--- config.mk ---
export PLATFORM = sky130hd
export DESIGN_NAME = breakpoint_attribute_matcher
export DESIGN_NICKNAME = d
export VERILOG_FILES = /design/src/rtl/bkpt_attr_pkg.sv /design/src/rtl/breakpoint_attribute_matcher.sv
export VERILOG_INCLUDE_DIRS = /design/src /design/src/rtl
export SDC_FILE = /design/constraint.sdc
export NUM_CORES = 1
export LEC_CHECK = 0
export BUFFER_PORTS_ARGS = -buffer_cell sky130_fd_sc_hd__buf_2
export CAP_MARGIN = 40
export CORE_ASPECT_RATIO = 0.5
export CORE_MARGIN = 2
export CORE_UTILIZATION = 30
export DETAILED_ROUTE_END_ITERATION = 10
export GPL_ROUTABILITY_DRIVEN = 0
export SETUP_SLACK_MARGIN = 0.5
export SKIP_CTS_REPAIR_TIMING = 1
export SYNTH_ARGS = -nofsm -noshare
export SYNTH_HDL_FRONTEND = slang
export SYNTH_SLANG_ARGS = --single-unit
--- constraint.sdc ---
create_clock -name CLK -period 2.7 [get_ports CLK]
set_input_delay 0.27 -clock CLK [delete_from_list [all_inputs] [get_ports CLK]]
set_output_delay 0.27 -clock CLK [all_outputs]
set_load 0.05 [all_outputs]
--- src/rtl/bkpt_attr_consts.svh ---
`ifndef BKPT_ATTR_CONSTS_SVH
`define BKPT_ATTR_CONSTS_SVH
// Debug control register number of the attribute reference register
`define ATTR_REG_NUM 5'h06
// Reset values
`define ATTR_REF_RESET 16'h0005
`define PORT_ATTR_RESET 8'h05
// Field positions inside the attribute reference register
`define F_DIR_MASK 15
`define F_SIZE_MASK 14:13
`define F_TYPE_MASK 12:11
`define F_MOD_MASK 10:8
`define F_DIR_REF 7
`define F_SIZE_REF 6:5
`define F_TYPE_REF 4:3
`define F_MOD_REF 2:0
`define F_ATTR 7:0
`define F_ALL_MASK 15:8
`define F_SUB_MASK 14:8
// Masks sit exactly eight bits above the reference bit they hide
`define MASK_BASE 8
// Size encodings
`define SIZE_LONG 2'h0
`define SIZE_BYTE 2'h1
`define SIZE_WORD 2'h2
`define SIZE_RSVD 2'h3
// Transfer type encodings
`define TYPE_NORMAL 2'h0
`define TYPE_EXT_DMA 2'h1
`define TYPE_EMUL 2'h2
`define TYPE_ACK 2'h3
// Transfer modifier encodings
`define MOD_CPU_SPACE 3'h0
`define MOD_USER_DATA 3'h1
`define MOD_USER_CODE 3'h2
`define MOD_IACK_MIN 3'h1
`define MOD_IACK_MAX 3'h4
`define IACK_NONE 3'h0
`endif

--- src/rtl/bkpt_attr_pkg.sv ---
package bkpt_attr_pkg;
  // Meaning of the reference modifier in the context of its type
  typedef enum logic [2:0] {
    CLS_RESERVED = 3'h0,
    CLS_USER_DATA = 3'h1,
    CLS_USER_CODE = 3'h2,
    CLS_CPU_SPACE = 3'h3,
    CLS_INT_ACK = 3'h4
  } ref_class_e;

  // Whole state of the matcher
  typedef struct packed {
    logic [15:0] attr_ref;
    logic [7:0] port_attr;
    logic match;
    ref_class_e ref_class;
    logic [2:0] iack_level;
    logic ref_reserved;
    logic ext_access;
  } matcher_state_s;
endpackage

--- src/rtl/breakpoint_attribute_matcher.sv ---
`timescale 1ns/100ps
`include "bkpt_attr_consts.svh"
module breakpoint_attribute_matcher #(
  parameter int ATTR_BITS = 8
) (
  input wire logic CLK, // Core clock
  input wire logic RST, // Synchronous reset, high
  input wire logic CORE_WR_STB, // Core debug register write strobe
  input wire logic [4:0] CORE_WR_NUM, // Core debug register number
  input wire logic [15:0] CORE_WR_DATA, // Core write data
  input wire logic PORT_WR_STB, // Debug port register write strobe
  input wire logic [4:0] PORT_WR_NUM, // Debug port register number
  input wire logic [15:0] PORT_WR_DATA, // Debug port write data
  input wire logic TRIG_ENABLE, // Attribute qualification enabled
  input wire logic LB_VALID, // Local bus transfer valid
  input wire logic LB_READ, // Local bus direction, high read
  input wire logic [1:0] LB_SIZE, // Local bus size
  input wire logic [1:0] LB_XFER_TYPE, // Local bus transfer type
  input wire logic [2:0] LB_XFER_MOD, // Local bus transfer modifier
  output logic ATTR_MATCH, // Attribute hit, one cycle late
  output logic [15:0] ATTR_REF, // Stored reference and masks
  output logic [7:0] DBG_PORT_ATTR, // Debug port attribute register
  output logic [2:0] REF_CLASS, // Decoded reference modifier class
  output logic [2:0] REF_IACK_LEVEL, // Acknowledge level, zero if none
  output logic REF_RESERVED, // Reference uses a reserved code
  output logic DBG_EXT_ACCESS // Port memory type is external/DMA
);

  bkpt_attr_pkg::matcher_state_s st;
  bkpt_attr_pkg::matcher_state_s next_st;

  logic core_hit;
  logic port_hit;
  logic [ATTR_BITS-1:0] bus_attr;
  logic [ATTR_BITS-1:0] bit_ok;

  // Write decode; the debug port wins a same-cycle collision
  assign core_hit = CORE_WR_STB && (CORE_WR_NUM == `ATTR_REG_NUM);
  assign port_hit = PORT_WR_STB && (PORT_WR_NUM == `ATTR_REG_NUM);

  // Bus attributes packed in the same order as the reference byte
  assign bus_attr = {LB_READ, LB_SIZE, LB_XFER_TYPE, LB_XFER_MOD};

  // Per-bit compare; each mask bit sits eight above its reference bit
  genvar gi;
  generate
    for (gi = 0; gi < ATTR_BITS; gi++) begin : g_cmp
      assign bit_ok[gi] = st.attr_ref[`MASK_BASE+gi] ||
                          (st.attr_ref[gi] == bus_attr[gi]);
    end
  endgenerate

  // Decode the modifier in the light of the type it goes with
  function automatic bkpt_attr_pkg::ref_class_e decode_class(
    input logic [1:0] xtype,
    input logic [2:0] xmod
  );
    bkpt_attr_pkg::ref_class_e cls;
    cls = bkpt_attr_pkg::CLS_RESERVED;
    case (xtype)
      `TYPE_NORMAL: begin
        if (xmod == `MOD_USER_DATA) begin
          cls = bkpt_attr_pkg::CLS_USER_DATA;
        end else if (xmod == `MOD_USER_CODE) begin
          cls = bkpt_attr_pkg::CLS_USER_CODE;
        end
      end
      `TYPE_ACK: begin
        if (xmod == `MOD_CPU_SPACE) begin
          cls = bkpt_attr_pkg::CLS_CPU_SPACE;
        end else if (xmod <= `MOD_IACK_MAX) begin
          cls = bkpt_attr_pkg::CLS_INT_ACK;
        end
      end
      // Emulator and the reserved type leave every modifier reserved
      default: begin
        cls = bkpt_attr_pkg::CLS_RESERVED;
      end
    endcase
    return cls;
  endfunction

  // Next state; decode uses the incoming reference so flags line up
  always_comb begin
    next_st = st;
    if (port_hit) begin
      next_st.attr_ref = PORT_WR_DATA;
      next_st.port_attr = PORT_WR_DATA[`F_ATTR];
    end else if (core_hit) begin
      next_st.attr_ref = CORE_WR_DATA;
      next_st.port_attr = CORE_WR_DATA[`F_ATTR];
    end
    // Match is judged on the reference that stood during the transfer
    next_st.match = LB_VALID && TRIG_ENABLE && (&bit_ok);
    next_st.ref_class = decode_class(next_st.attr_ref[`F_TYPE_REF],
                                     next_st.attr_ref[`F_MOD_REF]);
    if (next_st.ref_class == bkpt_attr_pkg::CLS_INT_ACK) begin
      next_st.iack_level = next_st.attr_ref[`F_MOD_REF];
    end else begin
      next_st.iack_level = `IACK_NONE;
    end
    // Reserved codes still compare bit by bit; this flag only warns software
    next_st.ref_reserved = (next_st.attr_ref[`F_SIZE_REF] == `SIZE_RSVD) ||
                           (next_st.attr_ref[`F_TYPE_REF] == `TYPE_EXT_DMA);
    // On the debug port the otherwise reserved type means external/DMA
    next_st.ext_access = (next_st.port_attr[`F_TYPE_REF] == `TYPE_EXT_DMA);
  end

  // State register
  always_ff @(posedge CLK) begin
    if (RST) begin
      st.attr_ref <= `ATTR_REF_RESET;
      st.port_attr <= `PORT_ATTR_RESET;
      st.match <= 1'b0;
      st.ref_class <= bkpt_attr_pkg::CLS_RESERVED;
      st.iack_level <= `IACK_NONE;
      st.ref_reserved <= 1'b0;
      st.ext_access <= 1'b0;
    end else begin
      st <= next_st;
    end
  end

  // Outputs straight from the state flops
  assign ATTR_MATCH = st.match;
  assign ATTR_REF = st.attr_ref;
  assign DBG_PORT_ATTR = st.port_attr;
  assign REF_CLASS = st.ref_class;
  assign REF_IACK_LEVEL = st.iack_level;
  assign REF_RESERVED = st.ref_reserved;
  assign DBG_EXT_ACCESS = st.ext_access;

  // Shorthands used only by the checks
  logic qual;
  assign qual = LB_VALID && TRIG_ENABLE;
endmodule

Yosys cells after proc, flatten, opt, wreduce, memory -nomap -nowiden --
Cells that the tools add are included.
Storage, ports and cells: flip-flop bits (word level) 33, input port bits 56, output and inout port bits 33, word-level logic and storage cells 53
Cells by class: $lt $le $gt $ge 1, equal/unequal tests 17, multiplexer cells 7, bitwise logic cells 1, reductions and logical operators 18
Operator list (number):
- 24-bit two-way mux | 2
- 5-bit by 3-bit == test with 1-bit output (second input constant) | 2
- 1-bit logical OR | 9
- 1-bit == test | 8
- 8-bit AND reduction | 1
- 3-bit two-way mux | 2
- 3-bit one-hot mux with 2 select lines | 1
- 2-bit by 1-bit == test with 1-bit output (second input constant) | 2
- 2-bit == test (second input constant) | 2
- 1-bit logical AND | 4
- 2-bit two-way mux | 2
- 3-bit by 1-bit == test with 1-bit output (second input constant) | 1
- 3-bit by 2-bit == test with 1-bit output (second input constant) | 1
- 3-bit == test (second input constant) | 1
- 3-bit less-or-equal comparator (second input constant) | 1
- 3-bit zero test | 1
- 2-bit zero test | 1
- 2-bit nonzero test | 1
- 2-bit OR reduction | 1
- 1-bit NOT | 1

Logic depth before layout (Yosys ltp) --
Gate-level depths: netlist of run 1.
word-level depth 11, gate-level depth with buffers 11, gate-level depth less buffers 9

Worst setup path before layout of run 1 --
No wires, ideal clock.
kind input to register, start point in PORT_WR_NUM[3], end point reg st (netlist bit REF_IACK_LEVEL[0]), setup time 91 ps, arrival time 2111 ps, data required time 2609 ps, setup slack 498 ps, stages 11, buffers on the path 2, path through nand4bb_4 or2_0 buf_6 buf_6 nor2_1 a21o_1 ha_1 nor2_1 and3_1 nand2b_1 a311oi_1
On the way: longest elaborated chain between the ends 10, elaborated cells on any way between the ends 17, classes of those cells order compare (1); eq/ne (5); mux (6); bitwise (1); reduce/logical (4)
RTL lines:
- start: declaration | line breakpoint_attribute_matcher.sv:12 | input wire logic [4:0] PORT_WR_NUM,
- 5-bit by 3-bit == test with 1-bit output (no line) (*)
- 1-bit logical AND (*) | line breakpoint_attribute_matcher.sv:39 | assign port_hit = PORT_WR_STB && (PORT_WR_NUM == `ATTR_REG_NUM);
- 24-bit two-way mux (*) | line breakpoint_attribute_matcher.sv:86 | if (port_hit) begin
- 3-bit less-or-equal comparator (no line) or 3-bit by 2-bit == test with 1-bit output (tied branches)
- 3-bit two-way mux or 2-bit two-way mux (tied branches) | line breakpoint_attribute_matcher.sv:71, breakpoint_attribute_matcher.sv:64
- 3-bit two-way mux or 2-bit two-way mux (tied branches) | line breakpoint_attribute_matcher.sv:69, breakpoint_attribute_matcher.sv:62
- 3-bit one-hot mux with 2 select lines | line breakpoint_attribute_matcher.sv:60 | case (xtype)
- 3-bit == test | line breakpoint_attribute_matcher.sv:97 | if (next_st.ref_class == bkpt_attr_pkg::CLS_INT_ACK) begin
- 1-bit NOT (no line)
- 2-bit OR reduction (no line)
- end signal: assignment | line breakpoint_attribute_matcher.sv:120 | st <= next_st;
- end: declaration | line breakpoint_attribute_matcher.sv:29 | bkpt_attr_pkg::matcher_state_s st;
Mark *: on every way between the ends. The rest lies on a longest branch, timed or not. A chain may end at the register's enable or synchronous reset.

Worst setup path after layout of run 1 --
start point in CORE_WR_NUM[3], end point reg st (netlist bit REF_IACK_LEVEL[0])
On the way: longest elaborated chain between the ends 11, elaborated cells on any way between the ends 18, classes of those cells order compare (1); eq/ne (5); mux (7); bitwise (1); reduce/logical (4)
RTL lines:
- start: declaration | line breakpoint_attribute_matcher.sv:9 | input wire logic [4:0] CORE_WR_NUM,
- 5-bit by 3-bit == test with 1-bit output (no line) (*)
- 1-bit logical AND (*) | line breakpoint_attribute_matcher.sv:38 | assign core_hit = CORE_WR_STB && (CORE_WR_NUM == `ATTR_REG_NUM);
- 24-bit two-way mux (*) | line breakpoint_attribute_matcher.sv:89 | end else if (core_hit) begin
- 24-bit two-way mux (*) | line breakpoint_attribute_matcher.sv:86
- 3-bit less-or-equal comparator (no line) or 3-bit by 2-bit == test with 1-bit output (tied branches)
- 3-bit two-way mux or 2-bit two-way mux (tied branches) | line breakpoint_attribute_matcher.sv:71, breakpoint_attribute_matcher.sv:64
- 3-bit two-way mux or 2-bit two-way mux (tied branches) | line breakpoint_attribute_matcher.sv:69, breakpoint_attribute_matcher.sv:62
- 3-bit one-hot mux with 2 select lines | line breakpoint_attribute_matcher.sv:60
- 3-bit == test | line breakpoint_attribute_matcher.sv:97
- 1-bit NOT (no line)
- 2-bit OR reduction (no line)
Mark *: on every way between the ends. The rest lies on a longest branch, timed or not. The select of a mux whose other input is x is not followed.

==> out/metrics.cfg, run 1 <==
[finish]
nFillCells=526
finish.utilization_pct=44.2
multi_input_comb_area_um2=921
num_antenna_cells=0
finalNetCount=336
area.sequential_um2=641
fraction_of_layout_cells_with_a_size_suffix_above_1_pct=41.9
synthToLayoutAreaGrowth_pct=37.3
post_layout_nonfiller_instances=347

[critical_path]
timing.critical_path.arrival_ps=2200
worstPathRequired_ps=2900
worst_setup_path_start_kind=input pin
worst-setup-path-type=in -> reg
maximum_net_fanout_on_the_critical_path=8
worst_setup_path_end_kind=register

[detailed_routing]
wire_per_inst_um=13.7
detail_route.wirelength_um=4770
route.antenna.remaining_nets=0
routed-via-count=1713
drt_iter0_drc=136
drc=0
via_per_inst=4.94
firstDrtPassIters=4

[clocking]
clock-root-buffer=sky130_fd_sc_hd__clkbuf_8
cts.reportedPaths.clkPinSlew_ps=70
clock-sinks=32
clk_latency_ps=290
htreeDepth=2
cts_tree=done
cts_made_buffers=5
ctsLongestPathBuffers=2

[grt]
groute.usage.overall_pct=16.3
first_pass_grt_wire_length_um=7780
grt_max_degree=28
first_global_vias=1687
global_route.overflow_total=0
number_of_antenna_violations_at_the_first_check_in_global_routing=0

[timing]
finClkSkew_ps=8.30
finalHoldViolCount=0
report.final.slew_viol_count=0
tightestPinTransition_ps=516
slew_headroom_pct=65.6
setup_tns_ps=0
grt_setup_unrepaired=false
timing.final.crit_share_pct=74.1
hold_ws_ps=208
max_clock_freq_ghz=0.500
finalSetupViolCount=0
finalCriticalPeriod_ps=2000

[pwr]
p_leak_nw=0.996
report.power.total_w=0.00102
ir_worst_vdd_mv=0.216
power_per_unit_of_standard_cell_area_nw_per_um2=455

[die]
die_w_um=109
num_io_pins=89
effective_utilization_at_floorplan_pct=32.2
num_rows=18
dieArea_um2=6110
height_of_the_chip_um=56.3
coreArea_um2=5090

[logic_synthesis]
synth_top_flop_cell=sky130_fd_sc_hd__dfxtp_1
yosys-mux-area-fraction_pct=0
synthesis.nets=245
synth_compound_area_share_pct=23.7
synth_top_family_by_area=simple AND/OR/NAND/NOR gates
post_synth_inst_count=185
number_of_synthesized_flops_with_an_enable_pin=0
yosysSeqAreaShare_pct=39.1
post_synth_xor_area_fraction_pct=4.27
synth_seq_cells=32
synth.cell_area_um2=1640
synthesis.yosys.warnings=0
synth_fa_ha_area_share_pct=3.05
synthSimpleGateAreaFrac_pct=24.4
synthesis.area_per_instance_um2=8.86
postSynth.asyncResetShare_pct=0
synth.lib_cells_used.distinct=42

[placement]
place_hpwl_um=3720
dp_cells=339
port_buffers=88

[outcome]
outcome=complete, no violations

[run]
max_cap_check_violation_count=0

[worst_hold_path]
type_of_the_worst_min_delay_path=in -> reg

cell usage after synthesis (2+ instances only):
master	instances	area share, %
sky130_fd_sc_hd__nand2b_1	5	1.9
sky130_fd_sc_hd__clkbuf_1	3	0.69
sky130_fd_sc_hd__nor3_1	5	1.5
sky130_fd_sc_hd__o21ai_1	2	0.61
sky130_fd_sc_hd__a21oi_1	7	2.1
sky130_fd_sc_hd__and3_1	2	0.76
sky130_fd_sc_hd__buf_6	4	2.7
sky130_fd_sc_hd__a21o_1	2	0.92
sky130_fd_sc_hd__o41ai_2	2	2.0
sky130_fd_sc_hd__a31o_1	2	1.1
sky130_fd_sc_hd__buf_2	3	0.92
sky130_fd_sc_hd__ha_1	4	3.1
sky130_fd_sc_hd__a311oi_1	13	6.9
sky130_fd_sc_hd__dfxtp_1	32	39
sky130_fd_sc_hd__nor2_1	20	4.6
sky130_fd_sc_hd__inv_1	2	0.46
sky130_fd_sc_hd__a31oi_1	3	1.1
sky130_fd_sc_hd__nand3_1	5	1.5
sky130_fd_sc_hd__o22ai_1	3	1.1
sky130_fd_sc_hd__xnor2_1	8	4.3
sky130_fd_sc_hd__o21ai_0	5	1.5
sky130_fd_sc_hd__a211oi_1	5	2.3
sky130_fd_sc_hd__nand2_1	29	6.6
layer usage:
metal	track usage (%)	routed length [um]
met5	0	0
met1	20.1	2070
met3	4.07	315
met2	27.3	2350
met4	6.23	31
critical path, cell delays in order:
cell and delay, ps:
sky130_fd_sc_hd__buf_2 110, sky130_fd_sc_hd__nand2b_1 270, sky130_fd_sc_hd__nor2_2 220, sky130_fd_sc_hd__a21oi_1 150, sky130_fd_sc_hd__a21o_1 200, sky130_fd_sc_hd__ha_1 260
sky130_fd_sc_hd__nor2_1 180, sky130_fd_sc_hd__and3_1 200, sky130_fd_sc_hd__nand2b_1 90, sky130_fd_sc_hd__a311oi_1 250
path summary, 6_finish.rpt:
path                    start                 to  slack, ps  cells after the start
max reg2reg       ATTR_REF[2]  REF_IACK_LEVEL[0]        910                      7
max            CORE_WR_NUM[3]  REF_IACK_LEVEL[0]        700                     10
min               TRIG_ENABLE         ATTR_MATCH        210                      3
min reg2reg  DBG_PORT_ATTR[5]   DBG_PORT_ATTR[5]        470                      2
stage by stage:
step | area, um2 | worst slack (ps)
final | 2250 | 699
after global routing | 2250 | 508
after CTS | 2240 | 609
after detailed placement | 2140 | 294
after global placement | 2140 | 392
after floorplan | 1640 | 514
kinds of logic (layout without fill, tap and decap cells):
group | count (synthesis) | after routing
adder cells (fa/ha/maj) | 4 | 4
AO/OA/AOI/OAI | 49 | 49
AND/OR/NAND/NOR | 78 | 78
XOR/XNOR | 8 | 8
flip-flops | 32 | 32
buffers and inverters | 14 | 106
registers in the layout, summed over array words and instances, names as in the netlist:
name / count
ATTR_REF: 16
DBG_PORT_ATTR: 7
REF_CLASS: 3
REF_IACK_LEVEL: 3
ATTR_MATCH: 1
DBG_EXT_ACCESS: 1
REF_RESERVED: 1
power by group:
part	switching (W)	leakage [nW]	total, W	internal (W)
combinational	0.0000836	0.694	0.000146	0.0000622
sequential	0.00000564	0.259	0.000485	0.000479
clock	0.000187	0.0434	0.000393	0.000206
final cells by class:
| type | instances | share of cell area (%) |
|---|---|---|
| Multi-Input combinational cell | 139 | 40.9 |
| Sequential cell | 32 | 28.5 |
| Timing Repair Buffer | 95 | 21.9 |
| Tap cell | 70 | 3.89 |
| Clock buffer | 6 | 3.67 |
| Clock inverter | 2 | 0.667 |
| Inverter | 3 | 0.500 |
layout by cell type, fill, tap and decap left out, types with 2 or more instances in the layout:
| master | n |
|---|---|
| sky130_fd_sc_hd__nand2b_1 | 5 |
| sky130_fd_sc_hd__a211oi_1 | 5 |
| sky130_fd_sc_hd__nor3_1 | 5 |
| sky130_fd_sc_hd__o21ai_0 | 5 |
| sky130_fd_sc_hd__clkbuf_8 | 6 |
| sky130_fd_sc_hd__xnor2_1 | 8 |
| sky130_fd_sc_hd__nand3_1 | 5 |
| sky130_fd_sc_hd__a31oi_1 | 3 |
| sky130_fd_sc_hd__ha_1 | 4 |
| sky130_fd_sc_hd__clkinvlp_4 | 2 |
| sky130_fd_sc_hd__a31o_1 | 2 |
| sky130_fd_sc_hd__buf_4 | 7 |
| sky130_fd_sc_hd__and3_1 | 2 |
| sky130_fd_sc_hd__o22ai_1 | 3 |
| sky130_fd_sc_hd__a311oi_1 | 13 |
| sky130_fd_sc_hd__dfxtp_1 | 32 |
| sky130_fd_sc_hd__a21oi_1 | 7 |
| sky130_fd_sc_hd__buf_2 | 88 |
| sky130_fd_sc_hd__nand2_1 | 29 |
| sky130_fd_sc_hd__a21o_1 | 2 |
| sky130_fd_sc_hd__inv_1 | 2 |
| sky130_fd_sc_hd__nor2_2 | 4 |
| sky130_fd_sc_hd__nor2_1 | 16 |
| sky130_fd_sc_hd__o21ai_1 | 2 |
| sky130_fd_sc_hd__o41ai_2 | 2 |
No activity file was read; power rests on OpenSTA's default activity.
==> run 2: changes to the inputs <==
- clock period: 2.7 -> 1.9 ns (I/O delays scaled with it)
==> run 2 against run 1 <==
Count of clock-buffer cells in the layout up 1. Cell count up 8.6%. Sequential power up 41%. Cell area up 18%. Core utilization up 8.2 points. Critical path type unchanged. Largest cell class unchanged.
==> out/metrics.cfg, run 2 (synthesis results as in run 1) <==
[clocking]
clk_latency_ps=280  ; was 290 ps
cts_tree=done  ; unchanged
htreeDepth=2  ; unchanged
clock-sinks=32  ; unchanged
cts_made_buffers=5  ; unchanged
cts.reportedPaths.clkPinSlew_ps=70  ; about the same
ctsLongestPathBuffers=2  ; unchanged
clock-root-buffer=sky130_fd_sc_hd__clkbuf_8  ; unchanged

[critical_path]
worst_setup_path_start_kind=input pin  ; unchanged
timing.critical_path.buf_inv=1  ; unchanged
timing.critical_path.arrival_ps=1980  ; was 2200 ps
cp_slowest_cell=sky130_fd_sc_hd__or2_4  ; was sky130_fd_sc_hd__nand2b_1
timing.critical_path.cells=buf_6 > nand4bb_4 > or2_4 > nor2_4 > a21o_1 > ha_4 > nor2_4 > and3_4 > nand2b_4 > a311oi_2  ; was buf_2 > nand2b_1 > nor2_2 > a21oi_1 > a21o_1 > ha_1 > nor2_1 > and3_1 > nand2b_1 > a311oi_1
timing.critical_path.slowest_cell_delay_ps=320  ; was 270 ps
worst_setup_path_end_kind=register  ; unchanged
critical-path-top-delay-family=simple AND/OR/NAND/NOR gates  ; unchanged
reg2reg_slack_ps=250  ; was 910 ps
worstPathRequired_ps=2090  ; was 2900 ps
worstReg2RegEnd=REF_IACK_LEVEL[0]  ; unchanged
register_to_register_path_depth=7  ; unchanged
worst-setup-path-type=in -> reg  ; unchanged
crit_path_frequent_cell=sky130_fd_sc_hd__nor2_4  ; was sky130_fd_sc_hd__nand2b_1
worst_flop_to_flop_path_startpoint=ATTR_REF[4]  ; was ATTR_REF[2]
maximum_net_fanout_on_the_critical_path=8  ; unchanged

[grt]
globalRouteMet1Util_pct=22.2  ; was 20.1%
first_global_vias=1792  ; was 1687
groute.usage.overall_pct=17.3  ; was 16.3%
grt_max_degree=28  ; unchanged
global_route.overflow_total=0  ; unchanged
grt_busiest_layer=met2  ; unchanged
first_pass_grt_wire_length_um=8240  ; was 7780 um
met2_track_demand_over_resource_pct=29.2  ; was 27.3%
number_of_antenna_violations_at_the_first_check_in_global_routing=0  ; unchanged
gr-usage-met3_pct=3.95  ; was 4.07%

[detailed_routing]
drt_iter0_drc=59  ; was 136
firstDrtPassIters=4  ; unchanged
route.antenna.remaining_nets=0  ; unchanged
detail_route.wirelength_um=5470  ; was 4770 um
drc=0  ; unchanged
routed-via-count=1864  ; was 1713
wire_per_inst_um=14.5  ; was 13.7 um
via_per_inst=4.94  ; about the same

[placement]
place_hpwl_um=4040  ; was 3720 um
port_buffers=88  ; unchanged
dpl_worst_slack_ps=-246  ; was 294 ps
dp_cells=360  ; was 339

[timing]
timing.final.crit_share_pct=94.3
finalCriticalPeriod_ps=1790
report.final.slew_viol_count=0  ; unchanged
fin_ws_ps=108  ; was 699 ps
finalSetupViolCount=0  ; unchanged
max_clock_freq_ghz=0.558
slew_headroom_pct=63.0  ; was 65.6%
tightestPinTransition_ps=555  ; was 516 ps
finClkSkew_ps=3.34  ; was 8.30 ps
grt_setup_unrepaired=true  ; was false
finalHoldViolCount=0  ; unchanged

[pwr]
power_switching_w=0.000394  ; was 0.000276 W
p_int_w=0.00105  ; was 0.000748 W
clockPowerShare_pct=35.0  ; was 38.4%
power_per_unit_of_standard_cell_area_nw_per_um2=541  ; was 455 nW/um2
sw_frac_of_total_pct=27.3  ; was 26.9%
ir_worst_vdd_mv=0.251  ; was 0.216 mV
report.power.total_w=0.00144  ; was 0.00102 W
sequential_power_share_pct=47.6  ; was 47.4%
comb_power_share_pct=17.5  ; was 14.2%
p_leak_nw=1.18  ; was 0.996 nW

[worst_hold_path]
type_of_the_worst_min_delay_path=in -> reg  ; unchanged
whs_endpoint=ATTR_MATCH  ; unchanged
hold_path_startpoint=TRIG_ENABLE  ; unchanged
hold_depth=3  ; unchanged

[finish]
synthToLayoutAreaGrowth_pct=62.7  ; was 37.3%
nFillCells=495  ; was 526
layout.cells.most_common=sky130_fd_sc_hd__buf_2  ; unchanged
post_layout_nonfiller_instances=377  ; was 347
fraction_of_layout_cells_with_a_size_suffix_above_1_pct=58.0  ; was 41.9%
largest_reg_flops=16  ; unchanged
finalNetCount=366  ; was 336
multi_input_comb_area_um2=1070  ; was 921 um2
num_antenna_cells=0  ; unchanged
area.sequential_um2=666  ; was 641 um2
finish.utilization_pct=52.4  ; was 44.2%
final_cell_mix=sky130_fd_sc_hd__buf_2 (87), sky130_fd_sc_hd__buf_4 (32), sky130_fd_sc_hd__nand2_1 (26)  ; was sky130_fd_sc_hd__buf_2 (88), sky130_fd_sc_hd__dfxtp_1 (32), sky130_fd_sc_hd__nand2_1 (29)

[die]
num_io_pins=89  ; unchanged
num_rows=18  ; unchanged
dieArea_um2=6110  ; unchanged
effective_utilization_at_floorplan_pct=32.2  ; unchanged
die_w_um=109  ; unchanged
height_of_the_chip_um=56.3  ; unchanged
coreArea_um2=5090  ; unchanged

[outcome]
outcome=complete, no violations  ; unchanged

[run]
max_cap_check_violation_count=0  ; unchanged

## run 2: cell types whose count changed in the layout (fill, tap and decap cells not counted), sizes merged
cell      change
buf          +30
clkinv        +1
clkinvlp      -2
clkbuf        +1
## run 2: through the flow
| stage | cell area [um2] | TNS (ps) | hold slack, ps |
|---|---|---|---|
| after floorplan | 1690 | -174 | 314 |
| after global placement | 2340 | -436 | 429 |
| after detailed placement | 2340 | -743 | 436 |
| after CTS | 2420 | 0 | 137 |
| after global routing | 2670 | 0 | 150 |
| final | 2670 | 0 | 138 |
## run 2: layer usage
metal,part of all wire (%),up-vias
li1,-,916
met5,0,-
met2,49,48
met1,45,894
met3,5.0,6
met4,1.2,0
## run 2: power by group through the flow
stage / Combinational, W / Sequential [W] / Clock (W)
floorplan: 0.0000798 / 0.000737 / 0
global placement: 0.000220 / 0.000701 / 0
detailed placement: 0.000222 / 0.000701 / 0
CTS: 0.000223 / 0.000686 / 0.000521
global route: 0.000271 / 0.000687 / 0.000555
finish: 0.000252 / 0.000686 / 0.000504
## run 2: final cells by class
cell class / instances / share of cell area [%]
clock inverters: 1 / 0.188
clock buffers: 7 / 2.86
flip-flops and latches: 32 / 25.0
well taps: 70 / 3.28
repair buffers: 125 / 28.0
multi-input cells: 139 / 40.3
inverters: 3 / 0.422
## run 2: how the worst max path moves through the flow
stage / from / to / slack [ps] / cells after the start
finish: PORT_WR_NUM[0] / REF_IACK_LEVEL[0] / 110 / 10
global route: PORT_WR_NUM[0] / REF_IACK_LEVEL[0] / 60 / 10
CTS: PORT_WR_NUM[3] / REF_IACK_LEVEL[0] / 40 / 10
detailed placement: PORT_WR_NUM[3] / REF_IACK_LEVEL[0] / -250 / 10
global placement: PORT_WR_NUM[3] / REF_IACK_LEVEL[1] / -160 / 10
floorplan: PORT_WR_NUM[3] / REF_IACK_LEVEL[1] / -90 / 11
## run 2: worst register-to-register path: stages, from the launching register on
cell                       delay (ps)
sky130_fd_sc_hd__dfxtp_2          350
sky130_fd_sc_hd__nand2_1           80
sky130_fd_sc_hd__a21o_1           230
sky130_fd_sc_hd__ha_4             260
sky130_fd_sc_hd__nor2_4           140
sky130_fd_sc_hd__and3_4           220
sky130_fd_sc_hd__nand2b_4          60
sky130_fd_sc_hd__a311oi_2         230
==> run 3: changes to the inputs <==
- CTS_BUF_LIST: not set -> sky130_fd_sc_hd__clkbuf_2 sky130_fd_sc_hd__clkbuf_4 sky130_fd_sc_hd__clkbuf_8
==> run 3 against run 2 <==
Via count rose by 0.97%. Worst hold slack got worse by 2.7 ps. Clock power rose by 6.0%. Global-route usage barely moved. Setup slack got worse by 2.3 ps. Sequential cell count did not move. Combinational power barely moved. Fmax fell by 0.13%. Cell count did not move. Die area did not move. Largest power group unchanged.
==> out/metrics.cfg, run 3 (synthesis results as in run 1) <==
[die]
num_rows=18  ; unchanged
num_io_pins=89  ; unchanged
effective_utilization_at_floorplan_pct=32.2  ; unchanged
dieArea_um2=6110  ; unchanged
die_w_um=109  ; unchanged
coreArea_um2=5090  ; unchanged
height_of_the_chip_um=56.3  ; unchanged

[finish]
fraction_of_layout_cells_with_a_size_suffix_above_1_pct=58.6  ; was 58.0%
finish.utilization_pct=52.5  ; was 52.4%
final_design_area_no_fill_um2=2670  ; about the same
largest_reg_flops=16  ; unchanged
final_cell_mix=sky130_fd_sc_hd__buf_2 (87), sky130_fd_sc_hd__buf_4 (32), sky130_fd_sc_hd__nand2_1 (26)  ; unchanged
num_antenna_cells=0  ; unchanged
nFillCells=492  ; was 495
finalNetCount=366  ; unchanged
synthToLayoutAreaGrowth_pct=63.1  ; was 62.7%
layout.cells.most_common=sky130_fd_sc_hd__buf_2  ; unchanged

[clocking]
cts.reportedPaths.clkPinSlew_ps=70  ; about the same
clock-sinks=32  ; unchanged
htreeDepth=2  ; unchanged
ctsLongestPathBuffers=2  ; unchanged
cts_tree=done  ; unchanged
clk_latency_ps=280  ; about the same
cts_made_buffers=5  ; unchanged
clock-root-buffer=sky130_fd_sc_hd__clkbuf_8  ; unchanged

[critical_path]
cp_slowest_cell=sky130_fd_sc_hd__or2_4  ; unchanged
timing.critical_path.arrival_ps=1990  ; was 1980 ps
timing.critical_path.cells=buf_6 > nand4bb_4 > or2_4 > nor2_4 > a21o_1 > ha_4 > nor2_4 > and3_4 > nand2b_4 > a311oi_2  ; unchanged
worst_flop_to_flop_path_startpoint=ATTR_REF[4]  ; unchanged
reg2reg_slack_ps=250  ; about the same
maximum_net_fanout_on_the_critical_path=8  ; unchanged
worstReg2RegEnd=REF_IACK_LEVEL[0]  ; unchanged
register_to_register_path_depth=7  ; unchanged
timing.critical_path.to=REF_IACK_LEVEL[0]  ; unchanged
crit_path_frequent_cell=sky130_fd_sc_hd__nor2_4  ; unchanged
worst_setup_path_start_kind=input pin  ; unchanged
worstPathRequired_ps=2090  ; about the same
worst-setup-path-type=in -> reg  ; unchanged
crit_start=PORT_WR_NUM[0]  ; unchanged
timing.critical_path.slowest_cell_delay_ps=320  ; about the same
worst_setup_path_end_kind=register  ; unchanged

[timing]
finalHoldViolCount=0  ; unchanged
finalCriticalPeriod_ps=1790  ; about the same
finClkSkew_ps=4.60  ; was 3.34 ps
finalSetupViolCount=0  ; unchanged
slew_headroom_pct=62.0  ; was 63.0%
fin_ws_ps=106  ; was 108 ps
timing.final.crit_share_pct=94.4  ; was 94.3%
max_clock_freq_ghz=0.557  ; was 0.558 GHz
tightestPinTransition_ps=570  ; was 555 ps
report.final.slew_viol_count=0  ; unchanged
grt_setup_unrepaired=true  ; unchanged

[grt]
groute.usage.overall_pct=17.3  ; about the same
first_global_vias=1791  ; was 1792
global_route.overflow_total=0  ; unchanged
first_pass_grt_wire_length_um=8250  ; was 8240 um
grt_max_degree=28  ; unchanged
number_of_antenna_violations_at_the_first_check_in_global_routing=0  ; unchanged

[detailed_routing]
detail_route.wirelength_um=5530  ; was 5470 um
firstDrtPassIters=4  ; unchanged
wire_per_inst_um=14.7  ; was 14.5 um
route.antenna.remaining_nets=0  ; unchanged
routed-via-count=1882  ; was 1864
via_per_inst=4.99  ; was 4.94
drt_iter0_drc=77  ; was 59
drc=0  ; unchanged

[outcome]
outcome=complete, no violations  ; unchanged

[pwr]
report.power.total_w=0.00147  ; was 0.00144 W
power_per_unit_of_standard_cell_area_nw_per_um2=551  ; was 541 nW/um2
p_leak_nw=1.18  ; about the same
ir_worst_vdd_mv=0.243  ; was 0.251 mV

[worst_hold_path]
hold_path_startpoint=TRIG_ENABLE  ; unchanged
type_of_the_worst_min_delay_path=in -> reg  ; unchanged

[placement]
place_hpwl_um=4040  ; unchanged
placed_area_um2=2340  ; unchanged
port_buffers=88  ; unchanged
dpl_worst_slack_ps=-246  ; unchanged

[run]
max_cap_check_violation_count=0  ; unchanged

==> run 3: power by group <==
group | internal (W) | total, W | switching, W | leakage [nW]
Combinational | 0.000114 | 0.000252 | 0.000138 | 0.871
Clock | 0.000285 | 0.000534 | 0.000249 | 0.0491
Sequential | 0.000678 | 0.000686 | 0.00000885 | 0.264
Total | 0.00108 | 0.00147 | 0.000396 | 1.18
==> run 3: stage by stage <==
stage                     hold WS (ps)  TNS, ps  instances
after floorplan                    314     -174        185
after global placement             429     -436        360
after detailed placement           436     -743        360
after CTS                          136        0        368
after global routing               148        0        377
final                              135        0        377
==> run 3: worst min path at each step <==
stage                 endpoint  depth (start not counted)
floorplan           ATTR_MATCH                          2
CTS                 ATTR_MATCH                          3
global route        ATTR_MATCH                          3
global placement    ATTR_MATCH                          3
finish              ATTR_MATCH                          3
detailed placement  ATTR_MATCH                          3
==> run 3: worst max-delay path, delay by kind of cell <==
| kind | cells | cell delay, ps |
|---|---|---|
| simple gates | 6 | 1130 |
| compound gates | 2 | 370 |
| fa+ha+maj | 1 | 210 |
| buf+inv | 1 | 90 |
==> run 3: cell type report <==
class                      instances  area [um2]  share of cell area [%]
tap                               70        87.6                    3.28
clock inverter                     1        5.00                   0.187
multi-input combinational        139        1070                    40.1
clock buffer                       7        83.8                    3.14
inverter                           3        11.3                   0.421
sequential                        32         666                    24.9
timing repair buffer             125         747                    27.9
==> run 3: routing by layer <==
layer | track usage [%] | wire [um]
met1 | 22.1 | 2470
met2 | 29.2 | 2720
met3 | 4.30 | 286
met4 | 4.40 | 51
met5 | 0 | 0
